[src/uart_serial_pkg.sv]
// Shared constants and types for the serial port status and error logic.
// Assumes a 40 MHz system clock and a 32-bit classic Wishbone slave port.
package uart_serial_pkg;

  // Register byte addresses
  localparam logic [31:0] LINE_STATUS_ADDR = 32'h4000_C848;
  localparam logic [31:0] FRAME_CONFIG_ADDR = 32'h4000_C85C;
  localparam logic [31:0] DATA_ADDR = 32'h4000_C900;
  localparam logic [31:0] IRQ_STATUS_ADDR = 32'h4000_C904;
  localparam logic [31:0] IRQ_ENABLE_ADDR = 32'h4000_C908;
  localparam logic [31:0] IRQ_MODE_ADDR = 32'h4000_C90C;
  localparam logic [31:0] DMA_CONTROL_ADDR = 32'h4000_C910;
  localparam logic [31:0] RX_ERR_A_ADDR = 32'h4000_C914;
  localparam logic [31:0] RX_ERR_B_ADDR = 32'h4000_C918;

  // Reset values
  localparam logic [6:0] LINE_STATUS_RESET = 7'h40;
  localparam logic [6:0] FRAME_CONFIG_RESET = 7'h00;

  // Interrupt status bit positions
  localparam int IRQ_TX_IDLE = 0;
  localparam int IRQ_TX_SPACE = 1;
  localparam int IRQ_RX_VALID = 2;
  localparam int IRQ_TX_DONE_A = 3;
  localparam int IRQ_RX_DONE_A = 5;
  localparam int IRQ_PARITY = 7;
  localparam int IRQ_FRAMING = 8;
  localparam int IRQ_OVERRUN = 9;
  localparam int IRQ_BITS = 10;

  // DMA control and error offset fields
  localparam int RX_DMA_RESET_A = 0;
  localparam int RX_DMA_RESET_B = 1;
  localparam int OFFSET_W = 16;
  localparam int ERR_VALID_BIT = 16;
  localparam logic [15:0] RX_OVF_LEAD = 16'h0004;

  // Bit timing
  localparam int CLOCK_HZ = 40_000_000;
  localparam int BAUD_DEFAULT = 115_200;
  localparam int BIT_CYCLES_DEFAULT = CLOCK_HZ / BAUD_DEFAULT;
  localparam int DATA_BITS_SHORT = 7;
  localparam int DATA_BITS_LONG = 8;

  typedef struct packed {
    logic tx_idle_flag;
    logic parity_error_flag;
    logic framing_error_flag;
    logic rx_overrun_flag;
    logic tx_space_flag;
    logic rx_valid_flag;
    logic clear_to_send_state;
  } line_status_t;

  typedef struct packed {
    logic auto_rts_enable;
    logic flow_control_enable;
    logic odd_parity_select;
    logic parity_enable;
    logic two_stop_select;
    logic eight_data_bits;
    logic software_rts_level;
  } frame_config_t;

  typedef struct packed {
    logic par_err;
    logic frm_err;
    logic [7:0] data;
  } rx_entry_t;

  typedef enum logic [4:0] {
    SER_IDLE = 5'b00001,
    SER_START = 5'b00010,
    SER_DATA = 5'b00100,
    SER_PARITY = 5'b01000,
    SER_STOP = 5'b10000
  } ser_state_t;

endpackage
[src/uart_serial_ctrl.sv]
// Serial port with status, interrupt events and receive DMA error offsets.
// Assumes a classic Wishbone master and a receive DMA engine on clock_i.
// What this block does
// - DMA pop checks stored parity and framing flags
// - Record offset of first erroneous character per buffer
// - Overrun records offset four characters beyond
// - DMA reset bit, or reload of an inactive buffer, clears error record
// - Transmit idle event, edge or level mode
// - Transmit space event, edge or level mode
// - Receive valid event, edge or level mode
// - Buffer complete events on active flag falling
// - Separate parity, framing and overrun events
// - Interrupt needs event enable and top enable
// - Status bit 6: transmit FIFO and shifter empty
// - Status bit 5: head character parity error
// - Status bit 4: head character framing error
// - Status bit 3: overrun, cleared by data read
// - Status bit 2: transmit FIFO has room
// - Status bit 1: receive FIFO not empty
// - Status bit 0: clear-to-send logical state
// - Line status resets to 0x40
// - Configuration resets zero, fixed bit layout
// - Seven or eight data bits both directions
// - Flow control gates character start only
// - Auto RTS, with flow control also on, low while room for two
// - Four-entry transmit and receive FIFOs
`timescale 1ns/100ps
`default_nettype none

module uart_serial_ctrl #(
  parameter int DEPTH = 4,
  parameter int BIT_CYCLES = uart_serial_pkg::BIT_CYCLES_DEFAULT
) (
  // Clock and reset
  input wire logic clock_i,
  input wire logic srst_i,
  // Wishbone slave
  input wire logic wb_cyc_i,
  input wire logic wb_stb_i,
  input wire logic wb_we_i,
  input wire logic [31:0] wb_adr_i,
  input wire logic [3:0] wb_sel_i,
  input wire logic [31:0] wb_dat_i,
  output logic [31:0] wb_dat_o,
  output logic wb_ack_o,
  // Serial pins
  input wire logic rxd_i,
  input wire logic clear_to_send_n_i,
  output logic txd_o,
  output logic request_to_send_n_o,
  // Receive DMA channel and transmit buffer flags
  input wire logic rx_dma_pop_i,
  input wire logic rx_dma_buf_b_i,
  input wire logic [uart_serial_pkg::OFFSET_W-1:0] rx_dma_offset_i,
  input wire logic [1:0] rx_dma_load_i,
  input wire logic [1:0] rx_buffer_active_i,
  input wire logic [1:0] tx_buffer_active_i,
  output logic rx_dma_avail_o,
  output logic rx_dma_strobe_o,
  output uart_serial_pkg::rx_entry_t rx_dma_data_o,
  // Interrupt
  input wire logic serial_irq_enable_i,
  output logic serial_irq_o
);
  import uart_serial_pkg::*;

  localparam int PW = $clog2(DEPTH);
  localparam int CW = $clog2(DEPTH + 1);
  localparam logic [CW-1:0] FULL = CW'(DEPTH);
  localparam logic [CW-1:0] RTS_LIMIT = CW'(DEPTH - 2);
  localparam logic [15:0] BIT_LAST = 16'(BIT_CYCLES - 1);
  localparam logic [15:0] HALF_LAST = 16'(BIT_CYCLES / 2 - 1);

  function automatic logic [PW-1:0] ptr_inc(input logic [PW-1:0] p);
    ptr_inc = (p == PW'(DEPTH - 1)) ? '0 : p + 1'b1;
  endfunction

  function automatic logic parity_of(input logic [7:0] d, input logic eight,
                                     input logic odd);
    parity_of = ^(eight ? d : {1'b0, d[6:0]}) ^ odd;
  endfunction

  frame_config_t cfg_r;
  line_status_t status_r;
  logic [IRQ_BITS-1:0] irq_status_r, irq_enable_r;
  logic irq_mode_r;
  logic [OFFSET_W:0] rx_err_r [2];
  logic rxd_meta_r, rxd_sync_r, cts_meta_r, cts_sync_r;
  logic [7:0] tx_mem [DEPTH];
  rx_entry_t rx_mem [DEPTH];
  logic [PW-1:0] tx_rd_r, tx_wr_r, rx_rd_r, rx_wr_r;
  logic [CW-1:0] tx_count_r, rx_count_r;
  ser_state_t tx_state_r, rx_state_r;
  logic [15:0] tx_tick_r, rx_tick_r;
  logic [2:0] tx_bit_r, rx_bit_r;
  logic [7:0] tx_shift_r, rx_shift_r;
  logic tx_stop2_r, rx_par_r;
  logic rx_push, rx_drop;
  rx_entry_t rx_new;
  logic prev_idle_r, prev_space_r, prev_valid_r;
  logic [1:0] prev_txact_r, prev_rxact_r;

  // Bus decode; a write or pop acts on the acknowledging edge
  logic bus_req, bus_wr, bus_rd, data_wr, data_rd, dma_pop, tx_pop;
  logic [1:0] dma_rst;
  assign bus_req = wb_cyc_i & wb_stb_i;
  assign bus_wr = bus_req & wb_we_i & wb_ack_o & wb_sel_i[0];
  assign bus_rd = bus_req & ~wb_we_i & wb_ack_o;
  assign data_wr = bus_wr & (wb_adr_i == DATA_ADDR) && tx_count_r != FULL;
  assign data_rd = bus_rd & (wb_adr_i == DATA_ADDR);
  assign dma_pop = rx_dma_pop_i & ~data_rd & (rx_count_r != '0);
  assign dma_rst = (bus_wr && wb_adr_i == DMA_CONTROL_ADDR) ?
                   {wb_dat_i[RX_DMA_RESET_B], wb_dat_i[RX_DMA_RESET_A]} : 2'b00;

  always_ff @(posedge clock_i) begin
    if (srst_i) begin
      wb_ack_o <= 1'b0;
    end else begin
      wb_ack_o <= bus_req & ~wb_ack_o;
    end
  end

  always_ff @(posedge clock_i) begin
    if (srst_i) begin
      wb_dat_o <= '0;
    end else if (bus_req & ~wb_ack_o) begin
      case (wb_adr_i)
        LINE_STATUS_ADDR: wb_dat_o <= {25'h0, status_r};
        FRAME_CONFIG_ADDR: wb_dat_o <= {25'h0, cfg_r};
        DATA_ADDR: wb_dat_o <= {24'h0, rx_mem[rx_rd_r].data};
        IRQ_STATUS_ADDR: wb_dat_o <= {22'h0, irq_status_r};
        IRQ_ENABLE_ADDR: wb_dat_o <= {22'h0, irq_enable_r};
        IRQ_MODE_ADDR: wb_dat_o <= {31'h0, irq_mode_r};
        RX_ERR_A_ADDR: wb_dat_o <= {15'h0, rx_err_r[0]};
        RX_ERR_B_ADDR: wb_dat_o <= {15'h0, rx_err_r[1]};
        default: wb_dat_o <= '0;
      endcase
    end
  end

  always_ff @(posedge clock_i) begin
    if (srst_i) begin
      cfg_r <= FRAME_CONFIG_RESET;
      irq_enable_r <= '0;
      irq_mode_r <= 1'b0;
    end else if (bus_wr) begin
      case (wb_adr_i)
        FRAME_CONFIG_ADDR: cfg_r <= wb_dat_i[6:0];
        IRQ_ENABLE_ADDR: irq_enable_r <= wb_dat_i[IRQ_BITS-1:0];
        IRQ_MODE_ADDR: irq_mode_r <= wb_dat_i[0];
        default: ;
      endcase
    end
  end

  // Pin synchronisers
  always_ff @(posedge clock_i) begin
    if (srst_i) begin
      {rxd_meta_r, rxd_sync_r, cts_meta_r, cts_sync_r} <= 4'hF;
    end else begin
      rxd_meta_r <= rxd_i;
      rxd_sync_r <= rxd_meta_r;
      cts_meta_r <= clear_to_send_n_i;
      cts_sync_r <= cts_meta_r;
    end
  end

  // Transmit FIFO
  always_ff @(posedge clock_i) begin
    if (srst_i) begin
      tx_wr_r <= '0;
      tx_rd_r <= '0;
      tx_count_r <= '0;
    end else begin
      if (data_wr) begin
        tx_mem[tx_wr_r] <= wb_dat_i[7:0];
        tx_wr_r <= ptr_inc(tx_wr_r);
      end
      if (tx_pop) begin
        tx_rd_r <= ptr_inc(tx_rd_r);
      end
      tx_count_r <= tx_count_r + CW'(data_wr) - CW'(tx_pop);
    end
  end

  // Transmitter; a frame starts only with CTS when flow is on
  assign tx_pop = (tx_state_r == SER_IDLE) && tx_count_r != '0 &&
                  (~cfg_r.flow_control_enable | ~cts_sync_r);

  always_ff @(posedge clock_i) begin
    if (srst_i) begin
      tx_state_r <= SER_IDLE;
      tx_tick_r <= '0;
      tx_bit_r <= '0;
      tx_shift_r <= '0;
      tx_stop2_r <= 1'b0;
      txd_o <= 1'b1;
    end else if (tx_state_r == SER_IDLE) begin
      txd_o <= 1'b1;
      if (tx_pop) begin
        tx_shift_r <= tx_mem[tx_rd_r];
        tx_tick_r <= '0;
        txd_o <= 1'b0;
        tx_state_r <= SER_START;
      end
    end else if (tx_tick_r != BIT_LAST) begin
      tx_tick_r <= tx_tick_r + 16'h0001;
    end else begin
      tx_tick_r <= '0;
      case (tx_state_r)
        SER_START: begin
          tx_state_r <= SER_DATA;
          tx_bit_r <= '0;
          txd_o <= tx_shift_r[0];
        end
        SER_DATA: begin
          if (tx_bit_r == 3'(cfg_r.eight_data_bits ? DATA_BITS_LONG - 1 :
                             DATA_BITS_SHORT - 1)) begin
            tx_state_r <= cfg_r.parity_enable ? SER_PARITY : SER_STOP;
            txd_o <= cfg_r.parity_enable ? parity_of(tx_shift_r,
                     cfg_r.eight_data_bits, cfg_r.odd_parity_select) : 1'b1;
            tx_stop2_r <= cfg_r.two_stop_select;
          end else begin
            tx_bit_r <= tx_bit_r + 3'h1;
            txd_o <= tx_shift_r[tx_bit_r + 3'h1];
          end
        end
        SER_PARITY: begin
          tx_state_r <= SER_STOP;
          txd_o <= 1'b1;
        end
        SER_STOP: begin
          tx_stop2_r <= 1'b0;
          if (!tx_stop2_r) begin
            tx_state_r <= SER_IDLE;
          end
        end
        default: tx_state_r <= SER_IDLE;
      endcase
    end
  end

  // Receiver, sampling each bit at its middle
  always_ff @(posedge clock_i) begin
    if (srst_i) begin
      rx_state_r <= SER_IDLE;
      rx_tick_r <= '0;
      rx_bit_r <= '0;
      rx_shift_r <= '0;
      rx_par_r <= 1'b0;
      rx_push <= 1'b0;
      rx_new <= '0;
    end else begin
      rx_push <= 1'b0;
      if (rx_state_r == SER_IDLE) begin
        rx_tick_r <= '0;
        if (!rxd_sync_r) begin
          rx_state_r <= SER_START;
        end
      end else if (rx_state_r == SER_START ? rx_tick_r != HALF_LAST :
                   rx_tick_r != BIT_LAST) begin
        rx_tick_r <= rx_tick_r + 16'h0001;
      end else begin
        rx_tick_r <= '0;
        case (rx_state_r)
          SER_START: begin
            rx_state_r <= rxd_sync_r ? SER_IDLE : SER_DATA;
            rx_bit_r <= '0;
            rx_shift_r <= '0;
          end
          SER_DATA: begin
            rx_shift_r[rx_bit_r] <= rxd_sync_r;
            rx_bit_r <= rx_bit_r + 3'h1;
            if (rx_bit_r == 3'(cfg_r.eight_data_bits ? DATA_BITS_LONG - 1 :
                               DATA_BITS_SHORT - 1)) begin
              rx_state_r <= cfg_r.parity_enable ? SER_PARITY : SER_STOP;
            end
          end
          SER_PARITY: begin
            rx_par_r <= rxd_sync_r ^ parity_of(rx_shift_r,
                        cfg_r.eight_data_bits, cfg_r.odd_parity_select);
            rx_state_r <= SER_STOP;
          end
          SER_STOP: begin
            rx_push <= 1'b1;
            rx_new <= '{par_err: rx_par_r & cfg_r.parity_enable,
                        frm_err: ~rxd_sync_r, data: rx_shift_r};
            rx_par_r <= 1'b0;
            rx_state_r <= SER_IDLE;
          end
          default: rx_state_r <= SER_IDLE;
        endcase
      end
    end
  end

  // Receive FIFO; a character meeting a full FIFO is dropped unless a pop occurs in that cycle
  logic rx_pop;
  assign rx_pop = (data_rd && rx_count_r != '0) || dma_pop;
  assign rx_drop = rx_push && rx_count_r == FULL && !rx_pop;

  always_ff @(posedge clock_i) begin
    if (srst_i) begin
      rx_wr_r <= '0;
      rx_rd_r <= '0;
      rx_count_r <= '0;
    end else begin
      if (rx_push && !rx_drop) begin
        rx_mem[rx_wr_r] <= rx_new;
        rx_wr_r <= ptr_inc(rx_wr_r);
      end
      if (rx_pop) begin
        rx_rd_r <= ptr_inc(rx_rd_r);
      end
      rx_count_r <= rx_count_r + CW'(rx_push && !rx_drop) - CW'(rx_pop);
    end
  end

  always_ff @(posedge clock_i) begin
    if (srst_i) begin
      rx_dma_strobe_o <= 1'b0;
      rx_dma_data_o <= '0;
      rx_dma_avail_o <= 1'b0;
    end else begin
      rx_dma_strobe_o <= dma_pop;
      rx_dma_avail_o <= rx_count_r != '0;
      if (dma_pop) begin
        rx_dma_data_o <= rx_mem[rx_rd_r];
      end
    end
  end

  // Error offset records for buffers A and B; a new error in the clearing cycle wins
  logic [1:0] err_clr;
  assign err_clr = dma_rst | (rx_dma_load_i & ~rx_buffer_active_i);
  always_ff @(posedge clock_i) begin
    if (srst_i) begin
      rx_err_r[0] <= '0;
      rx_err_r[1] <= '0;
    end else begin
      for (int b = 0; b < 2; b++) begin
        if (err_clr[b]) begin
          rx_err_r[b] <= '0;
        end
        if (int'(rx_dma_buf_b_i) == b &&
            (err_clr[b] || !rx_err_r[b][ERR_VALID_BIT])) begin
          if (dma_pop && (rx_mem[rx_rd_r].par_err ||
                          rx_mem[rx_rd_r].frm_err)) begin
            rx_err_r[b] <= {1'b1, rx_dma_offset_i};
          end else if (rx_drop) begin
            rx_err_r[b] <= {1'b1, rx_dma_offset_i + RX_OVF_LEAD};
          end
        end
      end
    end
  end

  // Line status, refreshed every cycle
  line_status_t status_nxt;
  always_comb begin
    status_nxt.tx_idle_flag = tx_count_r == '0 &&
                              tx_state_r == SER_IDLE;
    status_nxt.parity_error_flag = rx_count_r != '0 &&
                                   rx_mem[rx_rd_r].par_err;
    status_nxt.framing_error_flag = rx_count_r != '0 &&
                                    rx_mem[rx_rd_r].frm_err;
    status_nxt.rx_overrun_flag = rx_drop ||
      (status_r.rx_overrun_flag && !data_rd);
    status_nxt.tx_space_flag = tx_count_r != FULL;
    status_nxt.rx_valid_flag = rx_count_r != '0;
    status_nxt.clear_to_send_state = ~cts_sync_r;
  end

  always_ff @(posedge clock_i) begin
    if (srst_i) begin
      status_r <= LINE_STATUS_RESET;
    end else begin
      status_r <= status_nxt;
    end
  end

  // Flow control output
  always_ff @(posedge clock_i) begin
    if (srst_i) begin
      request_to_send_n_o <= 1'b1;
    end else if (cfg_r.auto_rts_enable && cfg_r.flow_control_enable) begin
      request_to_send_n_o <= rx_count_r > RTS_LIMIT;
    end else begin
      request_to_send_n_o <= ~cfg_r.software_rts_level;
    end
  end

  // Interrupt events; a set in the clearing cycle wins
  logic [IRQ_BITS-1:0] irq_set, irq_clr;
  always_comb begin
    irq_set = '0;
    irq_set[IRQ_TX_IDLE] = status_nxt.tx_idle_flag &
                           (irq_mode_r | ~prev_idle_r);
    irq_set[IRQ_TX_SPACE] = status_nxt.tx_space_flag &
                            (irq_mode_r | ~prev_space_r);
    irq_set[IRQ_RX_VALID] = status_nxt.rx_valid_flag &
                            (irq_mode_r | ~prev_valid_r);
    irq_set[IRQ_TX_DONE_A +: 2] = prev_txact_r &
                                  ~tx_buffer_active_i;
    irq_set[IRQ_RX_DONE_A +: 2] = prev_rxact_r &
                                  ~rx_buffer_active_i;
    irq_set[IRQ_PARITY] = rx_push & rx_new.par_err;
    irq_set[IRQ_FRAMING] = rx_push & rx_new.frm_err;
    irq_set[IRQ_OVERRUN] = rx_drop;
    irq_clr = (bus_wr && wb_adr_i == IRQ_STATUS_ADDR) ?
              wb_dat_i[IRQ_BITS-1:0] : '0;
  end

  always_ff @(posedge clock_i) begin
    if (srst_i) begin
      irq_status_r <= '0;
      prev_idle_r <= 1'b1;
      prev_space_r <= 1'b1;
      prev_valid_r <= 1'b0;
      prev_txact_r <= '0;
      prev_rxact_r <= '0;
      serial_irq_o <= 1'b0;
    end else begin
      irq_status_r <= (irq_status_r & ~irq_clr) | irq_set;
      prev_idle_r <= status_nxt.tx_idle_flag;
      prev_space_r <= status_nxt.tx_space_flag;
      prev_valid_r <= status_nxt.rx_valid_flag;
      prev_txact_r <= tx_buffer_active_i;
      prev_rxact_r <= rx_buffer_active_i;
      serial_irq_o <= serial_irq_enable_i &&
                      |(irq_status_r & irq_enable_r);
    end
  end
endmodule // uart_serial_ctrl
`default_nettype wire

[config.mk]
export PLATFORM = sky130hd
export DESIGN_NAME = uart_serial_ctrl
export DESIGN_NICKNAME = d
export VERILOG_FILES = /design/src/uart_serial_pkg.sv /design/src/uart_serial_ctrl.sv
export SDC_FILE = /design/constraint.sdc
export NUM_CORES = 1
export LEC_CHECK = 0
export ABC_AREA = 1
export CORE_AREA = 8 8 168 202
export CTS_CLUSTER_DIAMETER = 200
export DETAILED_ROUTE_END_ITERATION = 7
export DIE_AREA = 0 0 176 210
export DONT_BUFFER_PORTS = 1
export PLACE_DENSITY = 0.59
export SYNTH_ARGS = -nofsm -noshare
export SYNTH_HDL_FRONTEND = slang
export SYNTH_SLANG_ARGS = --single-unit
[constraint.sdc]
create_clock -name clock_i -period 2.6 [get_ports clock_i]
set_clock_uncertainty 0.2 [all_clocks]
set_input_delay 0.52 -clock clock_i [delete_from_list [all_inputs] [get_ports clock_i]]
set_output_delay 0.52 -clock clock_i [all_outputs]
set_load 0.1 [all_outputs]
; ---- Word-level counts from Yosys, hierarchy flattened
; Memory sizes are Yosys's and may differ from the RTL's. A register that Yosys moved wholly into a read port is not among the register bits.
; Index checks and enable logic that the tools add are counted.
[op_classes]
add_sub_neg = 13
n_lt_le_gt_ge = 4
n_eq_ne = 39
muxes = 84
bitwise = 55
reduce_logical = 54
[op_table]
columns = operator, n
row1 = $eq A32 B31 Y1 const B, 9
row2 = $pmux W17 S8, 1
row3 = $mux W17, 6
row4 = $mux W5, 10
row5 = $mux W16, 3
row6 = $mux W1, 41
row7 = $add A16 B1 Y16 const B, 2
row8 = $ne A16 B9 Y1 const B, 2
row9 = $and A10 B10 Y10, 2
row10 = $pmux W5 S4, 1
row11 = $logic_and A1 B1 Y1, 19
row12 = $and A1 B1 Y1, 17
row13 = $add A16 B3 Y16 const B, 1
row14 = $mux W8, 2
row15 = $ne A16 B8 Y1 const B, 1
row16 = $pmux W8 S2, 1
row17 = $reduce_xor A8 Y1, 2
row18 = $not A1 Y1, 15
row19 = $pmux W5 S3, 1
row20 = $mux W2, 7
row21 = $ne A3 B3 Y1 const B, 4
row22 = $pmux W3 S2, 2
row23 = $reduce_and A3 Y1, 4
row24 = $reduce_and A4 Y1, 3
row25 = other kinds (40), 93
[word_totals]
register_bits = 174
ram_bits = 106
memories = 3
[memory_table]
columns = name, depth, word_bits, rd, rd_ports_with_merged_regs, wr, line
row1 = rx_mem, 4, 10, 1, 1, 1, uart_serial_ctrl.sv:90  ; rx_entry_t rx_mem [DEPTH];
row2 = rx_err_r, 2, 17, 2, 0, 2, uart_serial_ctrl.sv:87  ; logic [OFFSET_W:0] rx_err_r [2];
row3 = tx_mem, 4, 8, 1, 1, 1, uart_serial_ctrl.sv:89  ; logic [7:0] tx_mem [DEPTH];

; ---- Longest topological paths before layout
[depth]
word_depth = 16
mapped_depth = 17
depth_no_buf = 15

; ---- Least setup slack after synthesis
; Ideal clock, no wire load.
[synth_path]
kind = register to register
from = reg wb_ack_o
to = mem rx_err_r[0][0] (netlist name) (enable)
setup_ps = 463
t_arrival_ps = 2534
path_slack_ps = -597
path_stages_with_launch = 9
n_path_buf = 1
path_cell_list = dfxtp_1 inv_2 nor3_1 nand3_4 nand4_2 buf_6 nand2_2 nand2_2 nand4_1
[synth_rtl]
columns = item, line
row1 = "start, declared", uart_serial_ctrl.sv:45  ; output logic wb_ack_o,
row2 = "start signal, assigned", uart_serial_ctrl.sv:119  ; wb_ack_o <= bus_req & ~wb_ack_o;
row3 = "end, declared", uart_serial_ctrl.sv:87

; ---- Final worst setup path
[layout_path]
from = reg wb_ack_o
to = reg rx_count_r[1]
[layout_between]
elab_chain_len = 12
elab_cells_between_ends = 13
classes_between = 2 x add/sub / 5 x bitwise / 6 x reduce/logical
[layout_rtl]
columns = item, line
row1 = $and A1 B1 Y1 *, uart_serial_ctrl.sv:108  ; assign bus_rd = bus_req & ~wb_we_i & wb_ack_o;
row2 = $and A1 B1 Y1 *, uart_serial_ctrl.sv:110  ; assign data_rd = bus_rd & (wb_adr_i == DATA_ADDR);
row3 = $not A1 Y1, uart_serial_ctrl.sv:111  ; assign dma_pop = rx_dma_pop_i & ~data_rd & (rx_count_r != '0);
row4 = $and A1 B1 Y1 (2 in a row), uart_serial_ctrl.sv:111
row5 = $logic_or A1 B1 Y1 *, uart_serial_ctrl.sv:299  ; assign rx_pop = (data_rd && rx_count_r != '0) || dma_pop;
row6 = $logic_not A1 Y1, uart_serial_ctrl.sv:300  ; assign rx_drop = rx_push && rx_count_r == FULL && !rx_pop;
row7 = $logic_and A1 B1 Y1, uart_serial_ctrl.sv:300
row8 = $logic_not A1 Y1, uart_serial_ctrl.sv:315  ; rx_count_r <= rx_count_r + CW'(rx_push && !rx_drop) - CW'(rx_pop);
row9 = $logic_and A1 B1 Y1, uart_serial_ctrl.sv:315
row10 = $add A3 B1 Y3, uart_serial_ctrl.sv:315
row11 = $sub A3 B1 Y3 *, uart_serial_ctrl.sv:315
row12 = "end signal, assigned", uart_serial_ctrl.sv:315
row13 = "end, declared", uart_serial_ctrl.sv:92  ; logic [CW-1:0] tx_count_r, rx_count_r;
; Every way passes the cells marked *; elsewhere a longest branch is shown, timed or not.
; A chain may end at the register's enable or synchronous reset.

==> results.md <==
* EDFF count, synth at 105
* Hold path depth at 2
* GPL Wtd Cong at 0.901
* Endpoints failing setup at 0
* Max_cap viols at 0
* Final hold viol count at 0
* Setup CP Type: register to register
* Worst VDD drop at 0.709 mV
* FMAX at 0.414 GHz
* Vias in the first global route at 10900
* Total negative slack at 0 ns
* Slowest library cell on the worst path: fa_2
* Initial antenna violation count at 4
* Syn Inst Count at 1739
* CP max FO at 3
* Final net count at 1961
* Min Clock Period, post-route at 2.42 ns
* DRT Pass-1 Iters at 5
* Power Total at 0.0119 W
* Die width at 176 um
* GR peak layer: met2
* Die ar. at 0.0370 mm^2
* Clock Latency Late Sink at 0.56 ns
* Pin count of the biggest net entering global routing at 78
* IO Count at 148
* Synth Warn # at 0
* GRT overflow at 0
* H-tree levels at 1
* Register-to-Register Path Depth at 12
* Top_reg_cell synth: dfxtp_1
* Status: finished, final reports clean
* GRT Overall Usage at 19.2%
* Clk slew on worst S/H paths at 0.07 ns
* Pleak at 6.47 nW
* Main area contributors after synthesis: dfxtp_1 (25%), edfxtp_1 (23%), nand2_1 (9.9%)
* Drt first-iter violations at 676
* Ys async rst share at 0%
* CP cell instances: inv_2 -> nor3_1 -> buf_4 -> nand3_4 -> nand3_2 -> nand2_2 -> ha_1 -> inv_1 -> ha_1 -> inv_1 -> fa_2 -> nor2_1
* Syn-to-layout area delta at 17.4%
* Mapped Avg Cell Area at 7.83 um^2
* First-pass GRT wire length at 57800 um
* DRC viols at 0
* Synth area leader: dfxtp_1
* Worst Hold Slack at 0.0233 ns
* Crit path capture type: register
* Final worst path period share at 92.9%
* Hold Crit Start: rx_dma_offset_i[2]
* Critical Path Max Stage Delay at 0.51 ns
* RSZ-0062 raised after global routing: no
* Yosys cell types at 55
* Crit. Startpoint: wb_ack_o$_SDFF_PP0_
* Detail Placement HPWL at 26400 um
* Core Region at 0.0308 mm^2
* Arr. time, crit path at 2.66 ns
* Worst endpoint required time at 2.85 ns
* FP Rows at 71
* Final ANT Viol Nets at 0
* Max-slew violation count at 0
* Synth top area share at 25.0%
* Measured slew at the worst slew-check pin at 0.623 ns
* CTS Sinks at 275
* CTS Buffer Depth at 3
* CTS buffer count at 29
* Most frequent cell after synthesis: nand2_1
* GR Util met3 at 3.10%
* WL final at 36000 um
* Routed WL per cell at 15.9 um
* Root Driver: clkbuf_16
* Grt met2 use at 34.7%
* Final Worst Setup Slack at 0.184 ns
* Hold WC Path Type: input port to register
* PwrDens at 743 mW/mm^2
* Sequential area share after synthesis at 48.1%
* Initial Util at 44.2%
* Post-Place Worst Slack at -0.108 ns
* Syn Std Cell Area at 0.0136 mm^2
* Top cells by count, synth: nand2_1 (360), nor2_1 (255), inv_1 (182)
* Synth Register Bits at 275
* Crit path launch type: register
* Slew margin rel. at 58.5%
* Number of I/O port buffers at 0
* Postcts setup bufs at 0
* DIE HEIGHT at 210 um
* CTS resizes at 0
* CTS tree: built
* Vias per cell at 5.09
* FF-to-FF Start: wb_ack_o$_SDFF_PP0_
* GR Layer Usage met1 at 22.8%
* Layout cell share with drive strength beyond 1 at 13.4%
* Via count at 11500
* Final Core Density at 51.9%
## stage by stage
step                instance area, um^2  cells
finish                            16000   2265
CTS                               16000   2262
global placement                  14700   2184
detailed placement                14700   2184
floorplan                         13800   1753
global route                      16000   2263
## routing by layer
layer,vias up,wire [um]
met3,61,1700
li1,5910,-
met5,-,13
met1,5324,14900
met4,2,1010
met2,241,18300
## power breakdown
group          switching (W)  internal [W]
Clock                0.00182       0.00254
Combinational        0.00176      0.000779
Sequential          0.000209       0.00476
## worst paths after layout
check                                      end  slack [ns]
setup / recovery      rx_count_r[1]$_SDFF_PP0_        0.18
hold / removal    rx_err_r[0][2]$_SDFFCE_PN0P_        0.02
setup reg to reg      rx_count_r[1]$_SDFF_PP0_        0.18
hold reg to reg          cts_sync_r$_SDFF_PP1_        0.21
## cells in the final DEF (no fill, tap or decap), types with 19 or more instances in the layout
master         count
nor3_1            23
xor2_1            19
clkbuf_16         30
nand3_1          138
dlygate4sd3_1     23
inv_2             20
inv_1            172
nor2_1           250
edfxtp_1         105
nand4_1           29
o21ai_0          109
nand2_1          352
a21oi_1          106
dfxtp_1          169
ha_1              20
buf_4             96
## layout make-up
cell class / instances / area [um^2]
Tap cell: 401 / 502
Fill cell: 2958 / 14800
Clock buffer: 31 / 764
Multi-Input combinational cell: 1209 / 6080
Timing Repair Buffer: 124 / 1060
Inverter: 199 / 759
Clock inverter: 23 / 249
Antenna cell: 3 / 7.51
Sequential cell: 275 / 6560
## what timing repair did
item | 4_1_cts | 5_1_grt
hold buffers | 24 | 0
hold endpoints to repair | 142 | 0
endpoints found under the setup margin | 0 | 0
## critical path: cells and delay by family (launching register included)
kind | cells | cell delay (ns)
DFF | 1 | 0.35
and+or+nand+nor | 5 | 0.51
adders and majority gates | 3 | 0.91
buffers and inverters | 4 | 0.35
## registers in the layout (all words and copies together) (netlist names), 3 cells and up, named ones only
register / flops
tx_shift_r: 8
wb_dat_o: 17
cfg_r: 7
rx_bit_r: 3
irq_enable_r: 10
rx_state_r: 5
rx_count_r: 3
rx_mem: 40
tx_count_r: 3
rx_tick_r: 16
tx_mem: 32
irq_status_r: 10
status_r: 5
rx_dma_data_o: 10
tx_tick_r: 16
rx_shift_r: 8
rx_new: 10
tx_state_r: 5
rx_err_r: 34
tx_bit_r: 3
## logic make-up after synthesis
logic type / count (synthesis) / share of synthesized area [%]
compound gates: 261 / 10.4
flops: 275 / 48.1
xor+xnor: 28 / 1.80
other cells: 1 / 0.0275
simple gates: 882 / 29.2
buf+inv: 269 / 8.30
fa+ha+maj: 23 / 2.22
Note: power is estimated with default switching activity, not from simulation.
